**src/logic/lsr_pkg.sv**
```systemverilog
// Package: register offsets, field positions and sizes for the status bank
package lsr_pkg;
  localparam int NUM_FRAMERS = 4;
  localparam logic [4:0] ADDR_EVENT_STATUS_A = 5'h06;
  localparam logic [4:0] ADDR_EVENT_STATUS_B = 5'h07;
  localparam logic [4:0] ADDR_RECEIVE_INFO = 5'h08;
  localparam logic [4:0] ADDR_EVENT_MASK_A = 5'h16;
  localparam logic [4:0] ADDR_EVENT_MASK_B = 5'h17;
  localparam logic [4:0] ADDR_SYNC_SEARCH = 5'h1e;
  localparam logic [4:0] ADDR_IRQ_SUMMARY = 5'h1f;
  localparam logic [7:0] MASK_RESET = 8'h00;
  localparam logic [7:0] STATUS_RESET = 8'h00;
  localparam int BIT_TX_SLIP_FULL = 7;
  localparam int BIT_TX_SLIP_EMPTY = 6;
  localparam int BIT_RX_CLOCK_LOST = 5;
  localparam int BIT_RX_SLIP_FULL = 4;
  localparam int BIT_RX_SLIP_EMPTY = 3;
  localparam int BIT_CRC_RESYNC_MET = 2;
  localparam int BIT_ALIGN_RESYNC_MET = 1;
  localparam int BIT_MF_RESYNC_MET = 0;
  localparam int CLOCK_FREQ_HZ = 20000000;
  localparam int CLOCK_LOST_NS = 2000;
  localparam int CLOCK_LOST_CYCLES =
    (CLOCK_LOST_NS * (CLOCK_FREQ_HZ / 1000000) + 999) / 1000;
  localparam int FAS_BAD_LIMIT = 3;
  localparam int MF_BAD_LIMIT = 2;
  localparam int CRC_WINDOW_WORDS = 1000;
  localparam int CRC_ERROR_LIMIT = 915;
endpackage : lsr_pkg

```
**src/logic/lsr_status_bank.sv**
```systemverilog
// Top: four framers' latched status, masks, summary and shared interrupt
`timescale 1ns/100ps
`default_nettype none
// Function
// - A status bit sets whenever its event occurs or condition persists.
// - Event and info bits stay set until a host mask write of ones clears them.
// - Once cleared, a bit sets again only on recurrence or persistence.
// - Mask-write ones copy the latched value to readback, then clear it.
// - Mask-write zeros keep readback copy and leave latched bit alone.
// - Sync search status is read-only, real time, never latched.
// - Only event registers drive a single shared active-low interrupt.
// - Each event bit is gated by its matching interrupt mask bit.
// - Summary holds one bit per framer and event register, framer 0 lowest.
// - Info bits 7 and 4 set when elastic store fills, frame deleted.
module lsr_status_bank
  import lsr_pkg::*;
#(
  parameter int FRAMERS = lsr_pkg::NUM_FRAMERS
)
(
  // Clock and reset
  input wire logic REF_CLK_I,
  input wire logic RSTN_I,
  // Parallel control port, framer select and register address
  input wire logic [1:0] FRAMER_SEL_I,
  input wire logic [4:0] ADDR_I,
  input wire logic WR_I,
  input wire logic RD_I,
  input wire logic [7:0] WDATA_I,
  output logic [7:0] RDATA_O,
  // Per-framer event sources, one-cycle or level
  input wire logic [FRAMERS*8-1:0] EVENT_A_I,
  input wire logic [FRAMERS*8-1:0] EVENT_B_I,
  input wire logic [FRAMERS*8-1:0] INFO_EVENT_I,
  input wire logic [FRAMERS*8-1:0] SYNC_STATE_I,
  input wire logic [FRAMERS-1:0] RCLK_PIN_I,
  input wire logic [FRAMERS-1:0] CRC_WORD_I,
  input wire logic [FRAMERS-1:0] CRC_BAD_I,
  input wire logic [FRAMERS-1:0] FAS_WORD_I,
  input wire logic [FRAMERS-1:0] FAS_BAD_I,
  input wire logic [FRAMERS-1:0] MF_WORD_I,
  input wire logic [FRAMERS-1:0] MF_BAD_I,
  // Shared interrupt
  output logic INT_N_O
);
  // ==========================================================
  // Per-framer logic
  logic [7:0] rd_a [FRAMERS];
  logic [7:0] rd_b [FRAMERS];
  logic [7:0] rd_info [FRAMERS];
  logic [7:0] mask_a_q [FRAMERS];
  logic [7:0] mask_a_d [FRAMERS];
  logic [7:0] mask_b_q [FRAMERS];
  logic [7:0] mask_b_d [FRAMERS];
  logic [2*FRAMERS-1:0] summary;
  logic [FRAMERS-1:0] rclk_s1_q, rclk_s2_q, rclk_s3_q, rclk_s_q;

  // Receive clock pin is asynchronous: three flops, accept on agreement
  always_ff @(posedge REF_CLK_I or negedge RSTN_I)
  begin
    if (!RSTN_I)
    begin
      rclk_s1_q <= '0;
      rclk_s2_q <= '0;
      rclk_s3_q <= '0;
      rclk_s_q <= '0;
    end
    else
    begin
      rclk_s1_q <= RCLK_PIN_I;
      rclk_s2_q <= rclk_s1_q;
      rclk_s3_q <= rclk_s2_q;
      rclk_s_q <= (rclk_s2_q & rclk_s3_q) |
                  (rclk_s_q & (rclk_s2_q | rclk_s3_q));
    end
  end

  for (genvar f = 0; f < FRAMERS; f++)
  begin : g_framer
    logic sel;
    logic [2:0] wsel;
    assign sel = (FRAMER_SEL_I == 2'(f));
    assign wsel = {ADDR_I == ADDR_RECEIVE_INFO,
                   ADDR_I == ADDR_EVENT_STATUS_B,
                   ADDR_I == ADDR_EVENT_STATUS_A};

    always_comb
    begin
      mask_a_d[f] = mask_a_q[f];
      mask_b_d[f] = mask_b_q[f];
      if (WR_I && sel && ADDR_I == ADDR_EVENT_MASK_A)
        mask_a_d[f] = WDATA_I;
      if (WR_I && sel && ADDR_I == ADDR_EVENT_MASK_B)
        mask_b_d[f] = WDATA_I;
    end
    always_ff @(posedge REF_CLK_I or negedge RSTN_I)
    begin
      if (!RSTN_I)
      begin
        mask_a_q[f] <= MASK_RESET;
        mask_b_q[f] <= MASK_RESET;
      end
      else
      begin
        mask_a_q[f] <= mask_a_d[f];
        mask_b_q[f] <= mask_b_d[f];
      end
    end

    lsr_framer_status u_status (
      .clk_i(REF_CLK_I),
      .rstn_i(RSTN_I),
      .ev_a_i(EVENT_A_I[f*8 +: 8]),
      .ev_b_i(EVENT_B_I[f*8 +: 8]),
      .info_raw_i(INFO_EVENT_I[f*8 +: 8]),
      .rclk_sync_i(rclk_s_q[f]),
      .crc_word_i(CRC_WORD_I[f]),
      .crc_bad_i(CRC_BAD_I[f]),
      .fas_word_i(FAS_WORD_I[f]),
      .fas_bad_i(FAS_BAD_I[f]),
      .mf_word_i(MF_WORD_I[f]),
      .mf_bad_i(MF_BAD_I[f]),
      .wr_i(WR_I && sel),
      .wr_sel_i(wsel),
      .wr_data_i(WDATA_I),
      .mask_a_i(mask_a_q[f]),
      .mask_b_i(mask_b_q[f]),
      .read_a_o(rd_a[f]),
      .read_b_o(rd_b[f]),
      .read_info_o(rd_info[f]),
      .irq_a_o(summary[2*f]),
      .irq_b_o(summary[2*f+1])
    );
  end

  // ==========================================================
  // Read path, registered; unmapped addresses read zero
  logic [7:0] rdata_q, rdata_d;
  logic int_n_q;

  always_comb
  begin
    rdata_d = rdata_q;
    if (RD_I)
    begin
      case (ADDR_I)
        ADDR_EVENT_STATUS_A: rdata_d = rd_a[FRAMER_SEL_I];
        ADDR_EVENT_STATUS_B: rdata_d = rd_b[FRAMER_SEL_I];
        ADDR_RECEIVE_INFO: rdata_d = rd_info[FRAMER_SEL_I];
        ADDR_EVENT_MASK_A: rdata_d = mask_a_q[FRAMER_SEL_I];
        ADDR_EVENT_MASK_B: rdata_d = mask_b_q[FRAMER_SEL_I];
        ADDR_SYNC_SEARCH:
          rdata_d = SYNC_STATE_I[FRAMER_SEL_I*8 +: 8];
        ADDR_IRQ_SUMMARY: rdata_d = 8'(summary);
        default: rdata_d = 8'h00;
      endcase
    end
  end

  always_ff @(posedge REF_CLK_I or negedge RSTN_I)
  begin
    if (!RSTN_I)
    begin
      rdata_q <= 8'h00;
      int_n_q <= 1'b1;
    end
    else
    begin
      rdata_q <= rdata_d;
      int_n_q <= ~(|summary);
    end
  end

  assign RDATA_O = rdata_q;
  assign INT_N_O = int_n_q;
endmodule : lsr_status_bank
`default_nettype wire

```
**src/logic/lsr_framer_status.sv**
```systemverilog
// One framer's latched status registers, criteria counters and readable copies
`timescale 1ns/100ps
`default_nettype none
module lsr_framer_status
  import lsr_pkg::*;
(
  // Clock and reset
  input wire logic clk_i,
  input wire logic rstn_i,
  // Event sources
  input wire logic [7:0] ev_a_i,
  input wire logic [7:0] ev_b_i,
  input wire logic [7:0] info_raw_i,
  input wire logic rclk_sync_i,
  input wire logic crc_word_i,
  input wire logic crc_bad_i,
  input wire logic fas_word_i,
  input wire logic fas_bad_i,
  input wire logic mf_word_i,
  input wire logic mf_bad_i,
  // Host mask writes, one-hot register select
  input wire logic wr_i,
  input wire logic [2:0] wr_sel_i,
  input wire logic [7:0] wr_data_i,
  input wire logic [7:0] mask_a_i,
  input wire logic [7:0] mask_b_i,
  // Readable copies and interrupt terms
  output logic [7:0] read_a_o,
  output logic [7:0] read_b_o,
  output logic [7:0] read_info_o,
  output logic irq_a_o,
  output logic irq_b_o
);
  // ==========================================================
  // Criteria counters
  logic [15:0] lost_cnt_q, lost_cnt_d;
  logic rclk_prev_q;
  logic [1:0] fas_run_q, fas_run_d, mf_run_q, mf_run_d;
  logic [9:0] crc_words_q, crc_words_d, crc_errs_q, crc_errs_d;
  logic [7:0] info_ev;
  logic clock_lost;

  always_comb
  begin
    lost_cnt_d = lost_cnt_q;
    clock_lost = 1'b0;
    if (rclk_sync_i != rclk_prev_q)
      lost_cnt_d = '0;
    else if (lost_cnt_q < 16'(CLOCK_LOST_CYCLES))
      lost_cnt_d = lost_cnt_q + 16'h0001;
    else
      clock_lost = 1'b1;
    fas_run_d = fas_run_q;
    if (fas_word_i)
      fas_run_d = fas_bad_i ? ((fas_run_q == 2'(FAS_BAD_LIMIT)) ?
                  fas_run_q : fas_run_q + 2'h1) : 2'h0;
    mf_run_d = mf_run_q;
    if (mf_word_i)
      mf_run_d = mf_bad_i ? ((mf_run_q == 2'(MF_BAD_LIMIT)) ?
                 mf_run_q : mf_run_q + 2'h1) : 2'h0;
    crc_words_d = crc_words_q;
    crc_errs_d = crc_errs_q;
    if (crc_word_i)
    begin
      if (crc_words_q == 10'(CRC_WINDOW_WORDS - 1))
      begin
        crc_words_d = '0;
        crc_errs_d = '0;
      end
      else
      begin
        crc_words_d = crc_words_q + 10'h001;
        crc_errs_d = crc_errs_q + {9'h000, crc_bad_i};
      end
    end
    info_ev = info_raw_i;
    info_ev[BIT_RX_CLOCK_LOST] = clock_lost;
    info_ev[BIT_CRC_RESYNC_MET] =
      (crc_errs_q >= 10'(CRC_ERROR_LIMIT));
    info_ev[BIT_ALIGN_RESYNC_MET] = (fas_run_q == 2'(FAS_BAD_LIMIT));
    info_ev[BIT_MF_RESYNC_MET] = (mf_run_q == 2'(MF_BAD_LIMIT));
  end

  always_ff @(posedge clk_i or negedge rstn_i)
  begin
    if (!rstn_i)
    begin
      lost_cnt_q <= '0;
      rclk_prev_q <= 1'b0;
      fas_run_q <= '0;
      mf_run_q <= '0;
      crc_words_q <= '0;
      crc_errs_q <= '0;
    end
    else
    begin
      lost_cnt_q <= lost_cnt_d;
      rclk_prev_q <= rclk_sync_i;
      fas_run_q <= fas_run_d;
      mf_run_q <= mf_run_d;
      crc_words_q <= crc_words_d;
      crc_errs_q <= crc_errs_d;
    end
  end

  // ==========================================================
  // Latched bits and readable copies, one per register
  logic [7:0] src [3];
  logic [7:0] lat_q [3];
  logic [7:0] lat_d [3];
  logic [7:0] rd_q [3];
  logic [7:0] rd_d [3];
  assign src[0] = ev_a_i;
  assign src[1] = ev_b_i;
  assign src[2] = info_ev;

  for (genvar g = 0; g < 3; g++)
  begin : g_reg
    logic [7:0] wmask;
    always_comb
    begin
      wmask = (wr_i && wr_sel_i[g]) ? wr_data_i : 8'h00;
      // Copy takes the pre-clear value; unmasked bits hold
      rd_d[g] = (rd_q[g] & ~wmask) | (lat_q[g] & wmask);
      // Clear only masked bits; a new event the same cycle wins
      lat_d[g] = (lat_q[g] & ~wmask) | src[g];
    end
    always_ff @(posedge clk_i or negedge rstn_i)
    begin
      if (!rstn_i)
      begin
        lat_q[g] <= STATUS_RESET;
        rd_q[g] <= STATUS_RESET;
      end
      else
      begin
        lat_q[g] <= lat_d[g];
        rd_q[g] <= rd_d[g];
      end
    end
  end

  assign read_a_o = rd_q[0];
  assign read_b_o = rd_q[1];
  assign read_info_o = rd_q[2];
  // Only the two event registers reach the interrupt
  assign irq_a_o = |(lat_q[0] & mask_a_i);
  assign irq_b_o = |(lat_q[1] & mask_b_i);
endmodule : lsr_framer_status
`default_nettype wire

```
**config.mk**
```make
export PLATFORM = sky130hd
export DESIGN_NAME = lsr_status_bank
export DESIGN_NICKNAME = d
export VERILOG_FILES = /design/src/logic/lsr_pkg.sv /design/src/logic/lsr_status_bank.sv /design/src/logic/lsr_framer_status.sv
export SDC_FILE = /design/constraint.sdc
export NUM_CORES = 1
export LEC_CHECK = 0
export BUFFER_PORTS_ARGS = -buffer_cell sky130_fd_sc_hd__buf_2
export CORE_MARGIN = 2
export CORE_UTILIZATION = 45
export CTS_BUF_LIST = sky130_fd_sc_hd__clkbuf_16
export DETAILED_ROUTE_END_ITERATION = 8
export PLACE_DENSITY = 0.65
export SLEW_MARGIN = 40
export SYNTH_ARGS = -nofsm -noshare
export SYNTH_HDL_FRONTEND = slang
export SYNTH_SLANG_ARGS = --single-unit
```
**constraint.sdc**
```tcl
create_clock -name REF_CLK_I -period 2.83 [get_ports REF_CLK_I]
set_input_delay 0 -clock REF_CLK_I [delete_from_list [all_inputs] [get_ports REF_CLK_I]]
set_output_delay 0 -clock REF_CLK_I [all_outputs]
set_load 0.02 [all_outputs]
```
; ---- Word-level counts from Yosys, hierarchy flattened
; Cells that the tools add are included.
; W data, S select, Z words.
[word_totals]
register_bits = 445
input_bits = 175
output_inout_bits = 9
wordCells = 326
[op_classes]
add_sub_neg = 20
n_lt_le_gt_ge = 9
n_eq_ne = 34
n_shift = 1
mux = 68
bitwise_logic = 86
reduce_logical = 46
[op_table]
columns = operator, n
row1 = $and A8 B8 Y8, 44
row2 = $or A8 B8 Y8, 24
row3 = $mux W8, 22
row4 = $mux W16, 8
row5 = $not A8 Y8, 12
row6 = $bmux W8 S2, 5
row7 = $mux W10, 8
row8 = $add A16 B1 Y16 const B, 4
row9 = $lt A16 B6 Y1 const B, 4
row10 = $reduce_or A64 Y1, 1
row11 = $reduce_or A8 Y1, 8
row12 = $pmux W8 S7, 1
row13 = $add A10 B1 Y10, 4
row14 = $add A10 B1 Y10 const B, 4
row15 = $eq A10 B10 Y1 const B, 4
row16 = $ge A10 B10 Y1 const B, 4
row17 = $mux W2, 16
row18 = $shiftx A32 B6 Y8, 1
row19 = $logic_and A1 B1 Y1, 24
row20 = $eq A2 B2 Y1 const B, 10
row21 = $eq A5 B5 Y1 const B, 4
row22 = $add A2 B1 Y2 const B, 8
row23 = $ne A2 B2 Y1 const B, 8
row24 = $reduce_and A2 Y1, 8
row25 = 12 further kinds, 28

; ---- Depth between registers and ports, before layout
; Gate-level depths: netlist (run 1).
[logic_depth]
word_depth = 7
depth_mapped = 7
depth_no_buf = 6

; ---- Cells and area by module
; From an unflattened synthesis (run 1), not the netlist that was laid out.
[unflattened]
hier_cells = 1597
area_unflattened_um2 = 20040.5
[by_module_without_submodules]
columns = mod, n_inst, cells_per_inst, area_per_inst_um2, seq_area_each_um2
row1 = lsr_framer_status (g_framer[2].u_status ...), 2, 312, 3747.3, 2227.1
row2 = lsr_status_bank, 1, 344, 5042.3, 2228.4
row3 = lsr_framer_status (g_framer[1].u_status), 1, 317, 3754.9, 2227.1
row4 = lsr_framer_status (g_framer[0].u_status), 1, 312, 3748.6, 2227.1

; ---- Worst setup path before layout (run 1)
; No wires, ideal clock.
[synth_timing]
path_kind = register to register
start = reg g_framer[0].u_status.crc_words_q[0]
end = reg g_framer[0].u_status.crc_words_q[9]
setup_time_ns = 0.118
arrival_ns = 1.585
required_time_ns = 2.712
setup_slack_ns = 1.127
stages_incl_launch_ff = 6
path_buffers = 0
period_less_slack_ns = 1.703
cell_sequence = dfrtp_1 > ha_1 > nand4b_1 > nor4_2 > o21ai_0 > a21o_1
[synth_via]
elab_chain_len = 2
elab_cells_between_ends = 3
classes_between = add/sub: 1 / eq/ne: 1 / mux: 1
[synth_lines]
columns = item, line_no
row1 = from (decl), lsr_framer_status.sv:39  ; logic [9:0] crc_words_q, crc_words_d, crc_errs_q, crc_errs_d;
row2 = from (signal assigned), lsr_framer_status.sv:101  ; crc_words_q <= crc_words_d;
row3 = $add A10 B1 Y10 / $eq A10 B10 Y1 (equally long branches), "lsr_framer_status.sv:72, lsr_framer_status.sv:65"
row4 = $mux W10 (*), lsr_framer_status.sv:65  ; if (crc_words_q == 10'(CRC_WINDOW_WORDS - 1))
; Every way passes the cells marked *; elsewhere a longest branch is shown, timed or not.
; A chain may end at the register's enable or synchronous reset.

; ---- Final worst setup path (run 1)
[layout_timing]
start = reg g_framer[1].u_status.crc_words_q[1]
end = reg g_framer[1].u_status.crc_errs_q[0]
[layout_via]
elab_chain_len = 2
[layout_lines]
columns = item, line_no
row1 = from (decl), lsr_framer_status.sv:39
row2 = from (signal assigned), lsr_framer_status.sv:101
row3 = $eq A10 B10 Y1, lsr_framer_status.sv:65
row4 = $mux W10, lsr_framer_status.sv:65
row5 = to (signal assigned), lsr_framer_status.sv:102  ; crc_errs_q <= crc_errs_d;
row6 = to (decl), lsr_framer_status.sv:39
; No other way between the ends.

==> impl_metrics.py, run 1 <==
metrics = {
    "clocking": {
        "clock_path_buffers": 3,
        "ctsRootBufferMaster": "clkbuf_16",
        "numCtsBuffers": 48,
        "cts_setup_buffers": 0,
        "h-tree-depth": 2,
        "cts_tree": "built",
        "insertion_delay_ns": 0.57,
        "clk_pin_slew_worst_paths_ns": 0.06,
        "cts.sinks": 445,
    },
    "drt": {
        "vias": 14600,
        "drc": 0,
        "wl_per_cell_um": 19.4,
        "wl_mm": 50.9,
        "drtPass1Iterations": 5,
        "ant_nets": 0,
        "viasPerCell": 5.55,
        "drt-initial-drc-count": 1084,
    },
    "setup_path": {
        "arrival_ns": 3.11,
        "required_ns": 3.28,
        "critPathLaunchType": "flop",
        "worst-setup-path-type": "flop to flop",
        "r2r_cells": 7,
        "end_kind": "flop",
        "path_max_fanout": 5,
    },
    "synth": {
        "ys.warnings.count": 0,
        "synth_top_area_share_pct": 55.2,
        "synth_area_leader_cell": "dfrtp_1",
        "syn_inst": 1623,
        "synthesis.area_mm2": 0.0201,
        "synth_edf_count": 0,
        "async_flop_share_pct": 100,
        "yosysSeqAreaShare_pct": 55.4,
        "ys_ff_latch": 445,
        "ys_top_cells_by_area": "dfrtp_1, mux2_2, mux4_2, a21o_1, nand2_1",
        "ys_dominant_reg_cell": "dfrtp_1",
        "yosysMostFrequentCell": "dfrtp_1",
        "synthTopCellsByCount": "dfrtp_1, nand2_1, mux2_2",
        "yosysUniqueCellTypes": 59,
        "syn_nets": 1822,
        "avgSynthCellArea_um2": 12.4,
    },
    "sta": {
        "fmax_ghz": 0.376,
        "relSlewSlack_pct": 47.4,
        "whs_ns": -0.0237,
        "worstMarginPinSlew_ns": 0.783,
        "final.setup_skew_ns": 0.0216,
        "drv_slew": 0,
        "period_share_pct": 94.0,
        "finalHoldViolCount": 8,
        "finalWorstSetupSlack_ns": 0.168,
        "fin_crit_ns": 2.66,
        "tns_ns": 0,
        "setup_violations": 0,
    },
    "floorplanning": {
        "ios": 184,
        "initial_core_util_pct": 45.5,
        "die_area_mm2": 0.0464,
        "die_y_um": 215,
        "core_mm2": 0.0442,
        "rows": 77,
        "die-width_um": 215,
    },
    "min_path": {
        "min_path_type": "primary input to asynchronous set/reset pin",
    },
    "finish": {
        "fillers": 3607,
        "drive_gt1_share_pct": 23.8,
        "final_area_mm2": 0.0250,
        "area_growth_pct": 24.5,
        "final_cells": 2628,
        "layout.nets": 2200,
    },
    "global_routing": {
        "grt_pass1_wl_mm": 81.7,
        "grt.overflow.total": 0,
        "antenna_found_initial": 10,
        "grt_max_degree": 97,
        "grt_pass1_vias": 15000,
        "track_usage_pct": 22.3,
    },
    "place": {
        "io_buffers": 167,
        "placed_cell_area_mm2": 0.0217,
        "dp_cells": 2356,
        "hpwl_mm": 34.8,
        "place_ws_ns": 0.540,
        "gp_congestion": 0.854,
    },
    "outcome": {
        "outcome": "finished with violations",
        "violations": "negative hold slack",
    },
    "pwr": {
        "vdd_drop_max_uv": 544,
        "power_density_mw_per_mm2": 621,
        "finalPower_uw": 15600,
        "cellLeakagePower_uw": 0.0108,
    },
    "flow_run": {
        "drv_cap": 0,
    },
}
-- final timing paths --
check,slack (ns),startpoint,end
max reg2reg,0.17,g_framer[1].u_status.crc_words_q[1]$_DFFE_PN0P_,g_framer[1].u_status.crc_errs_q[0]$_DFFE_PN0P_
min reg2reg,0.35,rclk_s1_q[2]$_DFF_PN0_,rclk_s2_q[2]$_DFF_PN0_
min in group REF_CLK_I,0.02,WDATA_I[4],g_framer[0].u_status.lat_q[20]$_DFF_PN0_
min,-0.02,RSTN_I,g_framer[0].u_status.lat_q[12]$_DFF_PN0_
max in group asynchronous,1.84,RSTN_I,g_framer[3].u_status.crc_words_q[5]$_DFFE_PN0P_
max,0.17,g_framer[1].u_status.crc_words_q[1]$_DFFE_PN0P_,g_framer[1].u_status.crc_errs_q[0]$_DFFE_PN0P_
-- critical path, cell delays in order, from the launching register on --
cell and delay (ns):
dfrtp_1 0.40, ha_1 0.27, nor4bb_2 0.35, nand3_1 0.22
nand3_1 0.14, dlygate4sd3_1 0.54, o21ai_0 0.06, dlygate4sd3_1 0.56
-- cell families (layout without fill, tap and decap cells) --
family / after synthesis / after routing / synth area share [%]
AND/OR/NAND/NOR: 488 / 488 / 13.0
flip-flops: 445 / 445 / 55.4
AO/OA/AOI/OAI: 294 / 294 / 10.3
multiplexers: 218 / 218 / 15.3
buffers and inverters: 99 / 507 / 2.20
XOR/XNOR: 51 / 51 / 2.22
adder cells (fa/ha/maj): 28 / 28 / 1.69
other: 0 / 5 / 0
-- layout by cell type, fill, tap and decap left out, types with 16 or more instances in the layout --
master         netlist  routed
nand4_1             32      32
nand2_1            165     165
ha_1                24      24
clkbuf_16            0      49
mux4_2              48      48
a22oi_1             49      49
or3_1               16      16
dlygate4sd3_1        0     187
dfrtp_1            444     444
a21oi_1             27      27
a21o_1              94      94
mux2_4              23      23
xor2_1              17      17
nor2_1              62      62
and2_1              36      36
inv_1               44      54
xnor2_1             34      34
buf_2               20     165
o21ai_0             48      48
nand3_1             38      38
buf_4                6      25
and3_1              18      18
mux2_2             136     136
nor3_1              28      28
-- metrics by stage --
stage	hold slack [ns]	util, %
floorplan	-0.296	-
global placement	0.0188	49.1
detailed placement	0.0302	49.1
CTS	0.00250	56.6
global route	0.0288	56.6
finish	-0.0237	56.6
-- layer usage --
metal  part of all wire, %  wire [um]  GRT usage (%)
met4                   2.5       1280           6.07
met5                  0.10         53              0
met3                   6.3       3200           5.16
met2                    47      24000           36.1
met1                    44      22400           30.4
-- report_power, final --
part	internal [uW]	switching, uW
sequential	6980	571
combinational	1090	1040
clock	3370	2500
total	11400	4120
-- cell type report --
| class | count | area, um^2 | share of cell area, % |
|---|---|---|---|
| Inverter | 45 | 169 | 0.675 |
| Antenna cell | 5 | 12.5 | 0.0500 |
| Tap cell | 592 | 741 | 2.96 |
| Sequential cell | 445 | 11100 | 44.5 |
| Clock inverter | 31 | 213 | 0.849 |
| Timing Repair Buffer | 382 | 2980 | 11.9 |
| Multi-Input combinational cell | 1079 | 8560 | 34.2 |
| Clock buffer | 49 | 1230 | 4.90 |
-- timing repair --
action | CTS | global route
hold endpoints to repair | 449 | 0
hold buffers | 187 | 0
gates resized for setup | 0 | 1
endpoints found under the setup margin | 0 | 1
Power figures use the tool's default switching activity.
==> run 2: changes to the inputs <==
- CORE_ASPECT_RATIO: default -> 0.9
- GPL_TIMING_DRIVEN: default -> 0
==> impl_metrics.py, run 2 (synthesis results as in run 1) <==
metrics = {
    "outcome": {
        "outcome": "completed",
    },
    "drt": {
        "ant_nets": 0,
        "drt-initial-drc-count": 1079,
        "met3_length_mm": 3.19,
        "met1_length_mm": 23.1,
        "topRoutingLayerUsed": "met4",
        "vias": 14900,
        "wl_per_cell_um": 20.2,
        "drc": 0,
        "wl_mm": 54.1,
        "drtPass1Iterations": 5,
        "viasPerCell": 5.56,
        "dr_wl_met2_mm": 26.4,
    },
    "floorplanning": {
        "die-width_um": 227,
        "rows": 73,
        "ios": 184,
        "die_area_mm2": 0.0464,
        "core_mm2": 0.0441,
        "die_y_um": 205,
        "initial_core_util_pct": 45.6,
    },
    "pwr": {
        "clkPwrFrac_pct": 37.9,
        "p_comb_share_pct": 14.2,
        "switching_share_pct": 27.0,
        "finalPower_uw": 15700,
        "p_seq_share_pct": 47.9,
        "cellLeakagePower_uw": 0.0110,
        "p_sw_uw": 4250,
        "p_int_uw": 11500,
        "power_density_mw_per_mm2": 617,
        "vdd_drop_max_uv": 492,
    },
    "clocking": {
        "numCtsBuffers": 47,
        "clock_path_buffers": 3,
        "cts_tree": "built",
        "cts_resized": 0,
        "ctsRootBufferMaster": "clkbuf_16",
        "clk_pin_slew_worst_paths_ns": 0.06,
        "cts.sinks": 445,
        "h-tree-depth": 2,
        "insertion_delay_ns": 0.59,
    },
    "setup_path": {
        "critPathLaunchType": "primary input",
        "crit_family": "buffers and inverters",
        "worst-setup-path-type": "primary input to flop",
        "required_ns": 3.28,
        "r2r_cells": 6,
        "path_depth": 8,
        "max_stage_delay_ns": 0.58,
        "cp.buffers_inverters": 4,
        "cp_cell_sequence": "dlygate4sd3_1 > buf_6 > or4b_1 > buf_6 > nor3_4 > nand2_1 > a21o_1 > dlygate4sd3_1",
        "arrival_ns": 2.94,
        "end_kind": "flop",
        "path_max_fanout": 10,
        "cp_slowest_cell": "dlygate4sd3_1",
    },
    "sta": {
        "relSlewSlack_pct": 44.5,
        "setup_violations": 0,
        "period_share_pct": 87.8,
        "fin_crit_ns": 2.49,
        "rsz0062_at_grt": "false",
        "finalHoldViolCount": 0,
        "worstMarginPinSlew_ns": 0.827,
        "final.setup_skew_ns": 0.0243,
        "fmax_ghz": 0.402,
        "drv_slew": 0,
    },
    "global_routing": {
        "grt.overflow.total": 0,
        "antenna_found_initial": 3,
        "grt_max_degree": 77,
        "grt_pass1_wl_mm": 84.6,
        "track_usage_pct": 23.8,
        "grt_pass1_vias": 15300,
    },
    "finish": {
        "area_growth_pct": 26.8,
        "mostFrequentLayoutCells": "dfrtp_1, dlygate4sd3_1, buf_2",
        "drive_gt1_share_pct": 23.7,
        "final_util_pct": 57.8,
        "layout.nets": 2244,
        "fillers": 3649,
        "multi_input_area_mm2": 0.00861,
        "layout_commonest_cell": "dfrtp_1",
        "seq_area_mm2": 0.0111,
    },
    "place": {
        "io_buffers": 155,
        "hpwl_mm": 37.5,
        "gp_congestion": 0.948,
    },
    "min_path": {
        "min_path_type": "primary input to asynchronous set/reset pin",
    },
    "flow_run": {
        "drv_cap": 0,
    },
}
## run 2: cell count changes in the layout (fill, tap and decap cells not counted), moves of 3 or more
cell and change:
nor3_1 -5, buf_6 +4, clkinvlp_4 -3, buf_12 -3
buf_2 +9, clkinv_2 +9, dlygate4sd3_1 +22, clkbuf_1 +22
nor3_2 +3, buf_16 +6, buf_4 -18
## run 2: per-stage QoR
stage | hold WS (ns) | worst slack (ns) | cell area, um^2 | cells | TNS, ns
floorplan | -0.296 | 1.13 | 20100 | 1623 | 0
global placement | 0.111 | -7.14 | 21600 | 2378 | -3146.27
detailed placement | -0.0749 | 0.521 | 21900 | 2384 | 0
CTS | 0.00311 | 0.416 | 25400 | 2678 | 0
global route | 0.0351 | 0.307 | 25500 | 2682 | 0
finish | 0.0207 | 0.344 | 25500 | 2684 | 0
## run 2: cell type report
type,count,share of cell area [%]
well taps,600,2.94
diodes,4,0.0393
multi-input cells,1079,33.8
clock inverters,35,0.942
plain buffers,54,1.07
clock buffers,49,4.81
repair buffers,373,12.1
inverters,45,0.662
flip-flops and latches,445,43.7
## run 2: worst min-delay path: stages
cell and delay, ns:
dlygate4sd3_1 0.56, buf_8 0.18, buf_12 0.24
## run 2: path summary, 6_finish.rpt
kind	start	endpoint	slack, ns
setup / recovery	ADDR_I[4]	g_framer[0].u_status.lat_q[7]$_DFF_PN0_	0.34
hold / removal	RSTN_I	g_framer[1].u_status.lat_q[12]$_DFF_PN0_	0.02
setup reg to reg	g_framer[2].u_status.crc_words_q[0]$_DFFE_PN0P_	g_framer[2].u_status.crc_errs_q[0]$_DFFE_PN0P_	0.65
hold reg to reg	rclk_s1_q[2]$_DFF_PN0_	rclk_s2_q[2]$_DFF_PN0_	0.34
max in group asynchronous	RSTN_I	g_framer[1].u_status.crc_words_q[1]$_DFFE_PN0P_	1.32
min in group REF_CLK_I	WDATA_I[5]	flop	0.02
## run 2: what timing repair did
item,in CTS,in global routing
hold buffers,210,0
hold endpoints to repair,505,0
setup buffers,0,0
## run 2: layer usage
metal  vias up  global-route usage [%]
li1       6810                       -
met5         -                       0
met3        94                    3.82
met2       401                    40.1
met1      7612                    31.5
met4         0                    7.87
## run 2: power groups by stage
stage               sequential, uW  clock (uW)  combinational, uW
finish                        7530        5960               2230
detailed placement            7630           0               2020
floorplan                     7480           0               1320
global route                  7630        6360               2470
global placement              7600           0               1900
CTS                           7530        6080               2220
